[src/core/gpioi_defs.svh]
// register offsets, widths and reset values of the gpio port
`ifndef GPIOI_DEFS_SVH
`define GPIOI_DEFS_SVH
`define GPIOI_ADDR_W         7
`define GPIOI_OFF_OUT_DATA   7'h00
`define GPIOI_OFF_DIRECTION  7'h04
`define GPIOI_OFF_IRQ_EN     7'h30
`define GPIOI_OFF_IRQ_MASK   7'h34
`define GPIOI_OFF_IRQ_TYPE   7'h38
`define GPIOI_OFF_IRQ_POL    7'h3C
`define GPIOI_OFF_MSK_STAT   7'h40
`define GPIOI_OFF_RAW_STAT   7'h44
`define GPIOI_OFF_DEBOUNCE   7'h48
`define GPIOI_OFF_EDGE_CLR   7'h4C
`define GPIOI_OFF_PAD_IN     7'h50
`define GPIOI_OFF_LVL_SYNC   7'h60
`define GPIOI_RESET_WORD     32'h0000_0000
`define GPIOI_SYNC_BIT       0
`endif

[src/core/gpioi_pkg.sv]
// types shared by the gpio port files
package gpioi_pkg;
  // apb request bundle
  typedef struct packed {
    logic        psel;
    logic        penable;
    logic        pwrite;
    logic [6:0]  paddr;
    logic [31:0] pwdata;
  } gpioi_apb_req_s;
  // apb answer bundle
  typedef struct packed {
    logic        pready;
    logic        pslverr;
    logic [31:0] prdata;
  } gpioi_apb_rsp_s;
endpackage

[src/core/gpioi_port.sv]
// 32-bit gpio port with apb registers and per-bit interrupts
`timescale 1ns/1ps
`default_nettype none
`include "gpioi_defs.svh"
module gpioi_port #(
  parameter int WIDTH = 32
) (
  // clock and reset
  input  wire logic                    core_clk_in,
  input  wire logic                    reset_n_in,
  // apb slave
  input  wire gpioi_pkg::gpioi_apb_req_s apb_req_in,
  output gpioi_pkg::gpioi_apb_rsp_s    apb_rsp_out,
  // pads
  input  wire logic [WIDTH-1:0]        pad_in,
  output logic [WIDTH-1:0]             pad_out,
  output logic [WIDTH-1:0]             pad_oe_out,
  // combined interrupt
  output logic                         irq_out
);
  import gpioi_pkg::*;

  // software-visible registers, interrupt state and bus answer
  logic [WIDTH-1:0] output_data;
  logic [WIDTH-1:0] pad_direction;
  logic [WIDTH-1:0] irq_enable;
  logic [WIDTH-1:0] irq_mask;
  logic [WIDTH-1:0] irq_type_select;
  logic [WIDTH-1:0] irq_polarity_select;
  logic [WIDTH-1:0] debounce_enable;
  logic             level_sync_enable;
  logic [WIDTH-1:0] edge_latch;
  logic [WIDTH-1:0] prev_sample;
  logic [WIDTH-1:0] level_raw;
  logic [WIDTH-1:0] pad_sync;
  logic [WIDTH-1:0] pad_cond;
  logic [31:0]      rdata;
  logic             irq;
  logic             rsp_ready;

  // next values of every flop
  logic [WIDTH-1:0] next_output_data;
  logic [WIDTH-1:0] next_pad_direction;
  logic [WIDTH-1:0] next_irq_enable;
  logic [WIDTH-1:0] next_irq_mask;
  logic [WIDTH-1:0] next_irq_type_select;
  logic [WIDTH-1:0] next_irq_polarity_select;
  logic [WIDTH-1:0] next_debounce_enable;
  logic             next_level_sync_enable;
  logic [WIDTH-1:0] next_edge_latch;
  logic [WIDTH-1:0] next_prev_sample;
  logic [WIDTH-1:0] next_level_raw;
  logic [31:0]      next_rdata;
  logic             next_irq;
  logic             next_rsp_ready;

  // combinational views and bus decode
  logic [WIDTH-1:0] raw_status;
  logic [WIDTH-1:0] masked_status;
  logic [WIDTH-1:0] level_src;
  logic [WIDTH-1:0] detect_ok;
  logic             wr_en;
  logic             rd_en;
  logic [WIDTH-1:0] clr_bits;
  // per-bit detector hits
  logic [WIDTH-1:0] edge_hit;
  logic [WIDTH-1:0] level_hit;

  // per-pad synchroniser and debouncer
  genvar g;
  generate
    for (g = 0; g < WIDTH; g = g + 1)
    begin : g_cond
      gpioi_input_cond u_cond (
        .core_clk_in    (core_clk_in),
        .reset_n_in     (reset_n_in),
        .pad_in         (pad_in[g]),
        .debounce_en_in (debounce_enable[g]),
        .sync_out       (pad_sync[g]),
        .cond_out       (pad_cond[g])
      );
      // transition of the selected polarity on an enabled input bit
      assign edge_hit[g]  = detect_ok[g] & (pad_cond[g] != prev_sample[g]) &
                            (pad_cond[g] == irq_polarity_select[g]);
      // active level on an enabled input bit; output bits raise none
      assign level_hit[g] = detect_ok[g] & (level_src[g] == irq_polarity_select[g]);
    end
  endgenerate

  // apb decode: writes in the access phase, reads in the setup phase; every access completes in its access cycle
  assign wr_en    = apb_req_in.psel & apb_req_in.penable & apb_req_in.pwrite;
  assign rd_en    = apb_req_in.psel & ~apb_req_in.pwrite;
  assign clr_bits = (wr_en && apb_req_in.paddr == `GPIOI_OFF_EDGE_CLR) ?
                    apb_req_in.pwdata[WIDTH-1:0] : '0;

  // status views
  assign raw_status    = edge_latch | level_raw;
  assign masked_status = raw_status & ~irq_mask;
  // detection only for enabled input bits
  assign detect_ok     = irq_enable & ~pad_direction;
  // level sources bypass or use the synchroniser; debounce still applies
  // the bypass path reads the pin raw, so it suits only slow, clean sources
  assign level_src     = level_sync_enable ? pad_cond
                         : (pad_in & ~debounce_enable) | (pad_cond & debounce_enable);

  // register writes
  always_comb
  begin
    next_output_data         = output_data;
    next_pad_direction       = pad_direction;
    next_irq_enable          = irq_enable;
    next_irq_mask            = irq_mask;
    next_irq_type_select     = irq_type_select;
    next_irq_polarity_select = irq_polarity_select;
    next_debounce_enable     = debounce_enable;
    next_level_sync_enable   = level_sync_enable;
    if (wr_en)
    begin
      unique case (apb_req_in.paddr)
        `GPIOI_OFF_OUT_DATA:  next_output_data = apb_req_in.pwdata[WIDTH-1:0];
        `GPIOI_OFF_DIRECTION: next_pad_direction = apb_req_in.pwdata[WIDTH-1:0];
        `GPIOI_OFF_IRQ_EN:    next_irq_enable = apb_req_in.pwdata[WIDTH-1:0];
        `GPIOI_OFF_IRQ_MASK:  next_irq_mask = apb_req_in.pwdata[WIDTH-1:0];
        `GPIOI_OFF_IRQ_TYPE:  next_irq_type_select = apb_req_in.pwdata[WIDTH-1:0];
        `GPIOI_OFF_IRQ_POL:   next_irq_polarity_select = apb_req_in.pwdata[WIDTH-1:0];
        `GPIOI_OFF_DEBOUNCE:  next_debounce_enable = apb_req_in.pwdata[WIDTH-1:0];
        `GPIOI_OFF_LVL_SYNC:  next_level_sync_enable = apb_req_in.pwdata[`GPIOI_SYNC_BIT];
        default:              next_output_data = output_data;
      endcase
    end
  end

  // interrupt detection per bit; a disabled bit always holds a clear latch
  always_comb
  begin
    next_prev_sample = pad_cond;
    next_edge_latch  = edge_latch;
    next_level_raw   = '0;
    next_irq         = |masked_status;
    for (int i = 0; i < WIDTH; i++)
    begin
      if (!irq_enable[i])
      begin
        next_edge_latch[i] = 1'b0;
      end
      else if (irq_type_select[i])
      begin
        // set wins over a same-cycle clear so no edge is lost
        if (clr_bits[i])
          next_edge_latch[i] = 1'b0;
        if (edge_hit[i])
          next_edge_latch[i] = 1'b1;
      end
      else
      begin
        // clear writes never reach a level bit; it follows its source
        next_edge_latch[i] = 1'b0;
        next_level_raw[i]  = level_hit[i];
      end
    end
  end

  // read data mux and ready
  always_comb
  begin
    next_rdata = 32'h0000_0000;
    if (rd_en && !apb_req_in.penable)
    begin
      unique case (apb_req_in.paddr)
        `GPIOI_OFF_OUT_DATA:  next_rdata[WIDTH-1:0] = output_data;
        `GPIOI_OFF_DIRECTION: next_rdata[WIDTH-1:0] = pad_direction;
        `GPIOI_OFF_IRQ_EN:    next_rdata[WIDTH-1:0] = irq_enable;
        `GPIOI_OFF_IRQ_MASK:  next_rdata[WIDTH-1:0] = irq_mask;
        `GPIOI_OFF_IRQ_TYPE:  next_rdata[WIDTH-1:0] = irq_type_select;
        `GPIOI_OFF_IRQ_POL:   next_rdata[WIDTH-1:0] = irq_polarity_select;
        `GPIOI_OFF_MSK_STAT:  next_rdata[WIDTH-1:0] = masked_status;
        `GPIOI_OFF_RAW_STAT:  next_rdata[WIDTH-1:0] = raw_status;
        `GPIOI_OFF_DEBOUNCE:  next_rdata[WIDTH-1:0] = debounce_enable;
        `GPIOI_OFF_PAD_IN:    next_rdata[WIDTH-1:0] = pad_sync;
        `GPIOI_OFF_LVL_SYNC:  next_rdata[`GPIOI_SYNC_BIT] = level_sync_enable;
        default:              next_rdata = 32'h0000_0000;
      endcase
    end
    else if (rsp_ready)
      next_rdata = 32'h0000_0000;
    else
      next_rdata = rdata;
    // ready answers the setup cycle, so no access ever waits
    next_rsp_ready = apb_req_in.psel & ~apb_req_in.penable;
  end

  // register stage of the software-visible registers
  always_ff @(posedge core_clk_in or negedge reset_n_in)
  begin
    if (!reset_n_in)
    begin
      output_data         <= `GPIOI_RESET_WORD;
      pad_direction       <= `GPIOI_RESET_WORD;
      irq_enable          <= `GPIOI_RESET_WORD;
      irq_mask            <= `GPIOI_RESET_WORD;
      irq_type_select     <= `GPIOI_RESET_WORD;
      irq_polarity_select <= `GPIOI_RESET_WORD;
      debounce_enable     <= `GPIOI_RESET_WORD;
      level_sync_enable   <= 1'b0;
    end
    else
    begin
      output_data         <= next_output_data;
      pad_direction       <= next_pad_direction;
      irq_enable          <= next_irq_enable;
      irq_mask            <= next_irq_mask;
      irq_type_select     <= next_irq_type_select;
      irq_polarity_select <= next_irq_polarity_select;
      debounce_enable     <= next_debounce_enable;
      level_sync_enable   <= next_level_sync_enable;
    end
  end

  // register stage of the interrupt state; a flopped line cannot glitch
  always_ff @(posedge core_clk_in or negedge reset_n_in)
  begin
    if (!reset_n_in)
    begin
      edge_latch          <= '0;
      prev_sample         <= '0;
      level_raw           <= '0;
      irq                 <= 1'b0;
    end
    else
    begin
      edge_latch          <= next_edge_latch;
      prev_sample         <= next_prev_sample;
      level_raw           <= next_level_raw;
      irq                 <= next_irq;
    end
  end

  // register stage of the bus answer
  always_ff @(posedge core_clk_in or negedge reset_n_in)
  begin
    if (!reset_n_in)
    begin
      rdata               <= 32'h0000_0000;
      rsp_ready           <= 1'b0;
    end
    else
    begin
      rdata               <= next_rdata;
      rsp_ready           <= next_rsp_ready;
    end
  end

  // outputs straight from flops; pslverr tied low
  assign pad_out             = output_data;
  assign pad_oe_out          = pad_direction;
  assign irq_out             = irq;
  assign apb_rsp_out.pready  = rsp_ready;
  assign apb_rsp_out.pslverr = 1'b0;
  assign apb_rsp_out.prdata  = rdata;
endmodule
`default_nettype wire

[src/core/gpioi_input_cond.sv]
// one pad's input conditioning: synchroniser and two-sample debounce
`timescale 1ns/1ps
`default_nettype none
module gpioi_input_cond (
  // clock and reset
  input  wire logic core_clk_in,
  input  wire logic reset_n_in,
  // pad and controls
  input  wire logic pad_in,
  input  wire logic debounce_en_in,
  // conditioned levels
  output logic      sync_out,
  output logic      cond_out
);
  logic meta;
  logic sync;
  logic deb;
  logic cond_q;
  logic next_meta;
  logic next_sync;
  logic next_deb;
  logic next_cond_q;

  // next values: deb holds the previous synced sample, cond_q the last agreed level
  always_comb
  begin
    next_meta   = pad_in;
    next_sync   = meta;
    next_deb    = sync;
    next_cond_q = (sync == deb) ? sync : cond_q;
  end

  // register stage
  always_ff @(posedge core_clk_in or negedge reset_n_in)
  begin
    if (!reset_n_in)
    begin
      meta   <= 1'b0;
      sync   <= 1'b0;
      deb    <= 1'b0;
      cond_q <= 1'b0;
    end
    else
    begin
      meta   <= next_meta;
      sync   <= next_sync;
      deb    <= next_deb;
      cond_q <= next_cond_q;
    end
  end

  assign sync_out = sync;
  // debounced level moves only after two equal samples, so one-edge pulses are dropped
  assign cond_out = debounce_en_in ? next_cond_q : sync;
endmodule
`default_nettype wire

[config.mk]
export PLATFORM = sky130hd
export DESIGN_NAME = gpioi_port
export DESIGN_NICKNAME = d
export VERILOG_FILES = /design/src/core/gpioi_pkg.sv /design/src/core/gpioi_port.sv /design/src/core/gpioi_input_cond.sv
export VERILOG_INCLUDE_DIRS = /design/src /design/src/core
export SDC_FILE = /design/constraint.sdc
export NUM_CORES = 1
export LEC_CHECK = 0
export ABC_AREA = 1
export BUFFER_PORTS_ARGS = -buffer_cell sky130_fd_sc_hd__clkbuf_2
export CAP_MARGIN = 20
export CORE_UTILIZATION = 40
export CTS_CLUSTER_DIAMETER = 60
export CTS_CLUSTER_SIZE = 28
export DETAILED_ROUTE_END_ITERATION = 10
export GPL_TIMING_DRIVEN = 0
export PLACE_DENSITY = 0.54
export REMOVE_ABC_BUFFERS = 1
export SLEW_MARGIN = 10
export SYNTH_ARGS = -nofsm -noshare
export SYNTH_HDL_FRONTEND = slang
export SYNTH_HIERARCHICAL = 1
export SYNTH_SLANG_ARGS = --single-unit
[constraint.sdc]
create_clock -name core_clk_in -period 1.63 [get_ports core_clk_in]
set_clock_uncertainty 0.15 [all_clocks]
set_input_delay 0.0815 -clock core_clk_in [delete_from_list [all_inputs] [get_ports core_clk_in]]
set_output_delay 0.0815 -clock core_clk_in [all_outputs]
set_load 0.01 [all_outputs]
==> summary.md <==
| Metric | Value |
|---|---|
| Hold Crit Class | `in2async` |
| Clk sinks | `483` |
| PortBufs | `173` |
| Die height | `237 µm` |
| # DRC | `0` |
| Synthesized area | `22100 µm²` |
| Critical path cell sequence | `buf_12, o31ai_1, xor2_1, nor3_1` |
| Max Slew Vio Count | `0` |
| DRT Pass-1 Iters | `5` |
| DR vias/cell | `around 5.1` |
| Worst relative slew slack | `0.516` |
| Aggregate negative setup slack | `-0.00427 ns` |
| DR WL/cell | `between 15 and 20 µm` |
| Final WS setup | `-0.00427 ns` |
| Clock Pin Slew Worst Setup and Hold Paths | `approximately 0.08 ns` |
| Worst-margin pin slew | `0.724 ns` |
| Startpoint types | `flip-flop` |
| Most frequent cells in the layout | `nand2_1, dfrtp_1, inv_1` |
| Count of final hold-check violations | `roughly 240` |
| Sw Ratio | `0.253` |
| CTS tree | `done` |
| Total power | `roughly 26000 µW` |
| Antenna violations before repair | `0` |
| Crit path DAT | `about 2.0 ns` |
| Number of antenna diodes | `0` |
| CTS Buf Count | `41` |
| Cell row count | `85` |
| CP Class | `reg2reg` |
| Gr usage total | `0.245` |
| Clk pwr share | `0.433` |
| Core Util, Final | `0.499` |
| Fraction of layout cells with a size suffix above 1 | `0.130` |
| Register area share after synthesis | `0.548` |
| Sequential Power Share | `0.493` |
| Critical Path RT | `1.97 ns` |
| Max incr delay on CP | `0.52 ns` |
| Full die area | `56100 µm²` |
| Peak VDD IR | `0.682 mV` |
| Status | `complete, but fails checks` |
| Htree depth | `2` |
| Largest net degree at the start of global routing | `between 90 and 100` |
| P&R area growth vs syn | `22.4%` |
| Crit-path max FO | `40` |
| Post-CTS Hold Fix Bufs | `78` |
| Clock tree buffer depth | `3` |
| Number of global-route vias before repair | `18.0k` |
| Initial Util | `0.408` |
| RSZ-0062 raised after global routing | `yes` |
| Drt first-iter violations | `1680` |
| Vias | `19.0k` |
| Endpoint class of the critical path | `flip-flop` |
| Post-DRT Antenna Nets | `0` |
| Pwr/cell area | `954 nW/µm²` |
| Syn Area/Cell | `8.04 µm²` |
| #FFs+latches synth | `483` |
| Final-stage net count | `roughly 3.1k` |
| Die width | `237 µm` |
| Gate power share | `0.075` |
| P_sw | `6510 µW` |
| Synth Warn # | `6` |
| Final WL | `68.7 mm` |
| Endpoints failing setup | `1` |
| Commonest non-fill, non-tap cell in the layout | `nand2_1` |
| IO Pins | `175` |
| First-pass GRT wire length | `105 mm` |
| Placer Congestion | `between 0.8 and 0.9` |
| P_int | `approximately 19000 µW` |
| Synth unique cells | `32` |
| WHS | `-0.616 ns` |
| Fin crit share | `1.00` |
| Global route overflow | `0` |
| Core area | `54100 µm²` |
| DP Cell Count | `~3.5k` |
| Max-cap violations | `0` |
| Leak | `0.0132 µW` |
| Slowest cell on the critical path | `dfrtp_4` |
| Mapped Cells | `2744` |
| Non-filler cells, final | `3736` |
| Failing checks | `hold timing, setup timing` |
| Fmax | `between 600 and 700 MHz` |
| DP Wirelength | `41.8 mm` |
| Latest clock arrival within the worst-skew pair | `between 0.5 and 0.6 ns` |
| Root buffer cell | `clkbuf_16` |
| Period minus WS final | `~1.6 ns` |
area by class of cell:
class	count	area, µm²
clock buffers	48	1140
clock inverters	27	375
flip-flops and latches	483	12100
inverters	286	1080
repair buffers	322	2730
fillers	5157	27100
well taps	696	871
multi-input cells	1874	8720
power groups by stage:
| stage | registers [µW] | logic (µW) | clock network (µW) |
|---|---|---|---|
| after CTS | 12700 | 1890 | 11400 |
| final | 12700 | 1930 | 11100 |
| after global placement | 12900 | 1520 | 0 |
| after global routing | 12700 | 2160 | 11800 |
| after detailed placement | 12900 | 1690 | 0 |
| after floorplan | 12900 | 801 | 0 |
per-layer routing:
metal	routed length, µm	global-route usage
met1	30900	0.336
met2	32400	0.403
met3	3270	0.0267
met4	2080	0.0826
met5	0	0
worst paths after layout:
kind / startpoint / to / slack, ns / cells past startpoint
min reg2reg: g_cond[16].u_cond/meta$_DFF_PN0_ / g_cond[16].u_cond/sync_out$_DFF_PN0_ / 0.20 / 0
min in group core_clk_in: pad_in[18] / g_cond[18].u_cond/meta$_DFF_PN0_ / 0.02 / 2
max reg2reg: level_sync_enable$_DFFE_PN0P_ / level_raw[18]$_DFF_PN0_ / -0.004 / 4
max in group asynchronous: reset_n_in / debounce_enable[20]$_DFFE_PN0P_ / 0.59 / 3
max: level_sync_enable$_DFFE_PN0P_ / level_raw[18]$_DFF_PN0_ / -0.004 / 4
min: reset_n_in / pad_oe_out[3]$_DFFE_PN0P_ / -0.62 / 1
registers in the layout (all words and copies together) (netlist names):
register and count:
irq_out 1, rdata 32, irq_polarity_select 32, g_cond.u_cond/sync_out 32, g_cond.u_cond/meta 32, g_cond.u_cond/cond_q 32
irq_mask 32, level_raw 32, g_cond.u_cond/deb 32, debounce_enable 32, edge_latch 32, irq_type_select 32
pad_out 32, irq_enable 32, rsp_ready 1, prev_sample 32, level_sync_enable 1, pad_oe_out 32
Yosys cell counts (all sizes together):
cell    number  area, µm²
nor3        25        130
nand2      841       3170
or2         33        206
nor2       213        827
nand4        4       25.0
conb         1       3.75
o31a         9       78.8
o21ai      346       1730
dfrtp      483      12100
a21oi       68        340
xor2        21        184
clkbuf      66        248
a22oi        2       15.0
mux2         1       11.3
nand3b      18        135
o31ai       22        165
and2        34        213
nand3      228       1180
inv        286       1070
buf         43        245
stage by stage:
| stage | area (µm²) | setup WS [ns] |
|---|---|---|
| finish | 27000 | -0.00427 |
| CTS | 26700 | 0.0170 |
| global placement | 23300 | -11.09 |
| floorplan | 21600 | -2.41 |
| global route | 27000 | -0.0654 |
| detailed placement | 24100 | -1.39 |
critical path: cells and delay by family, from the launching register on:
family / cells / cell delay (ns)
compound gates: 1 / 0.32
xor+xnor: 1 / 0.11
buf+inv: 1 / 0.21
flops: 1 / 0.52
simple gates: 1 / 0.22
cells by family after synthesis:
group | Yosys count | share of synthesized area
xor gates and xnor gates | 21 | 0.00834
other | 1 | 0.000170
AOI/OAI and AO/OA | 447 | 0.106
and+or+nand+nor | 1396 | 0.266
DFF | 483 | 0.548
buffers and inverters | 395 | 0.0710
muxes | 1 | 0.000510
repair_timing:
| action | CTS | global route |
|---|---|---|
| pin swaps | 7 | 19 |
| endpoints found under the hold margin | 582 | 101 |
| resized for setup | 11 | 53 |
| endpoints found under the setup margin | 215 | 99 |
| gates cloned | 7 | 1 |
| buffers inserted | 9 | 29 |
(Power assumes the default switching activity.)
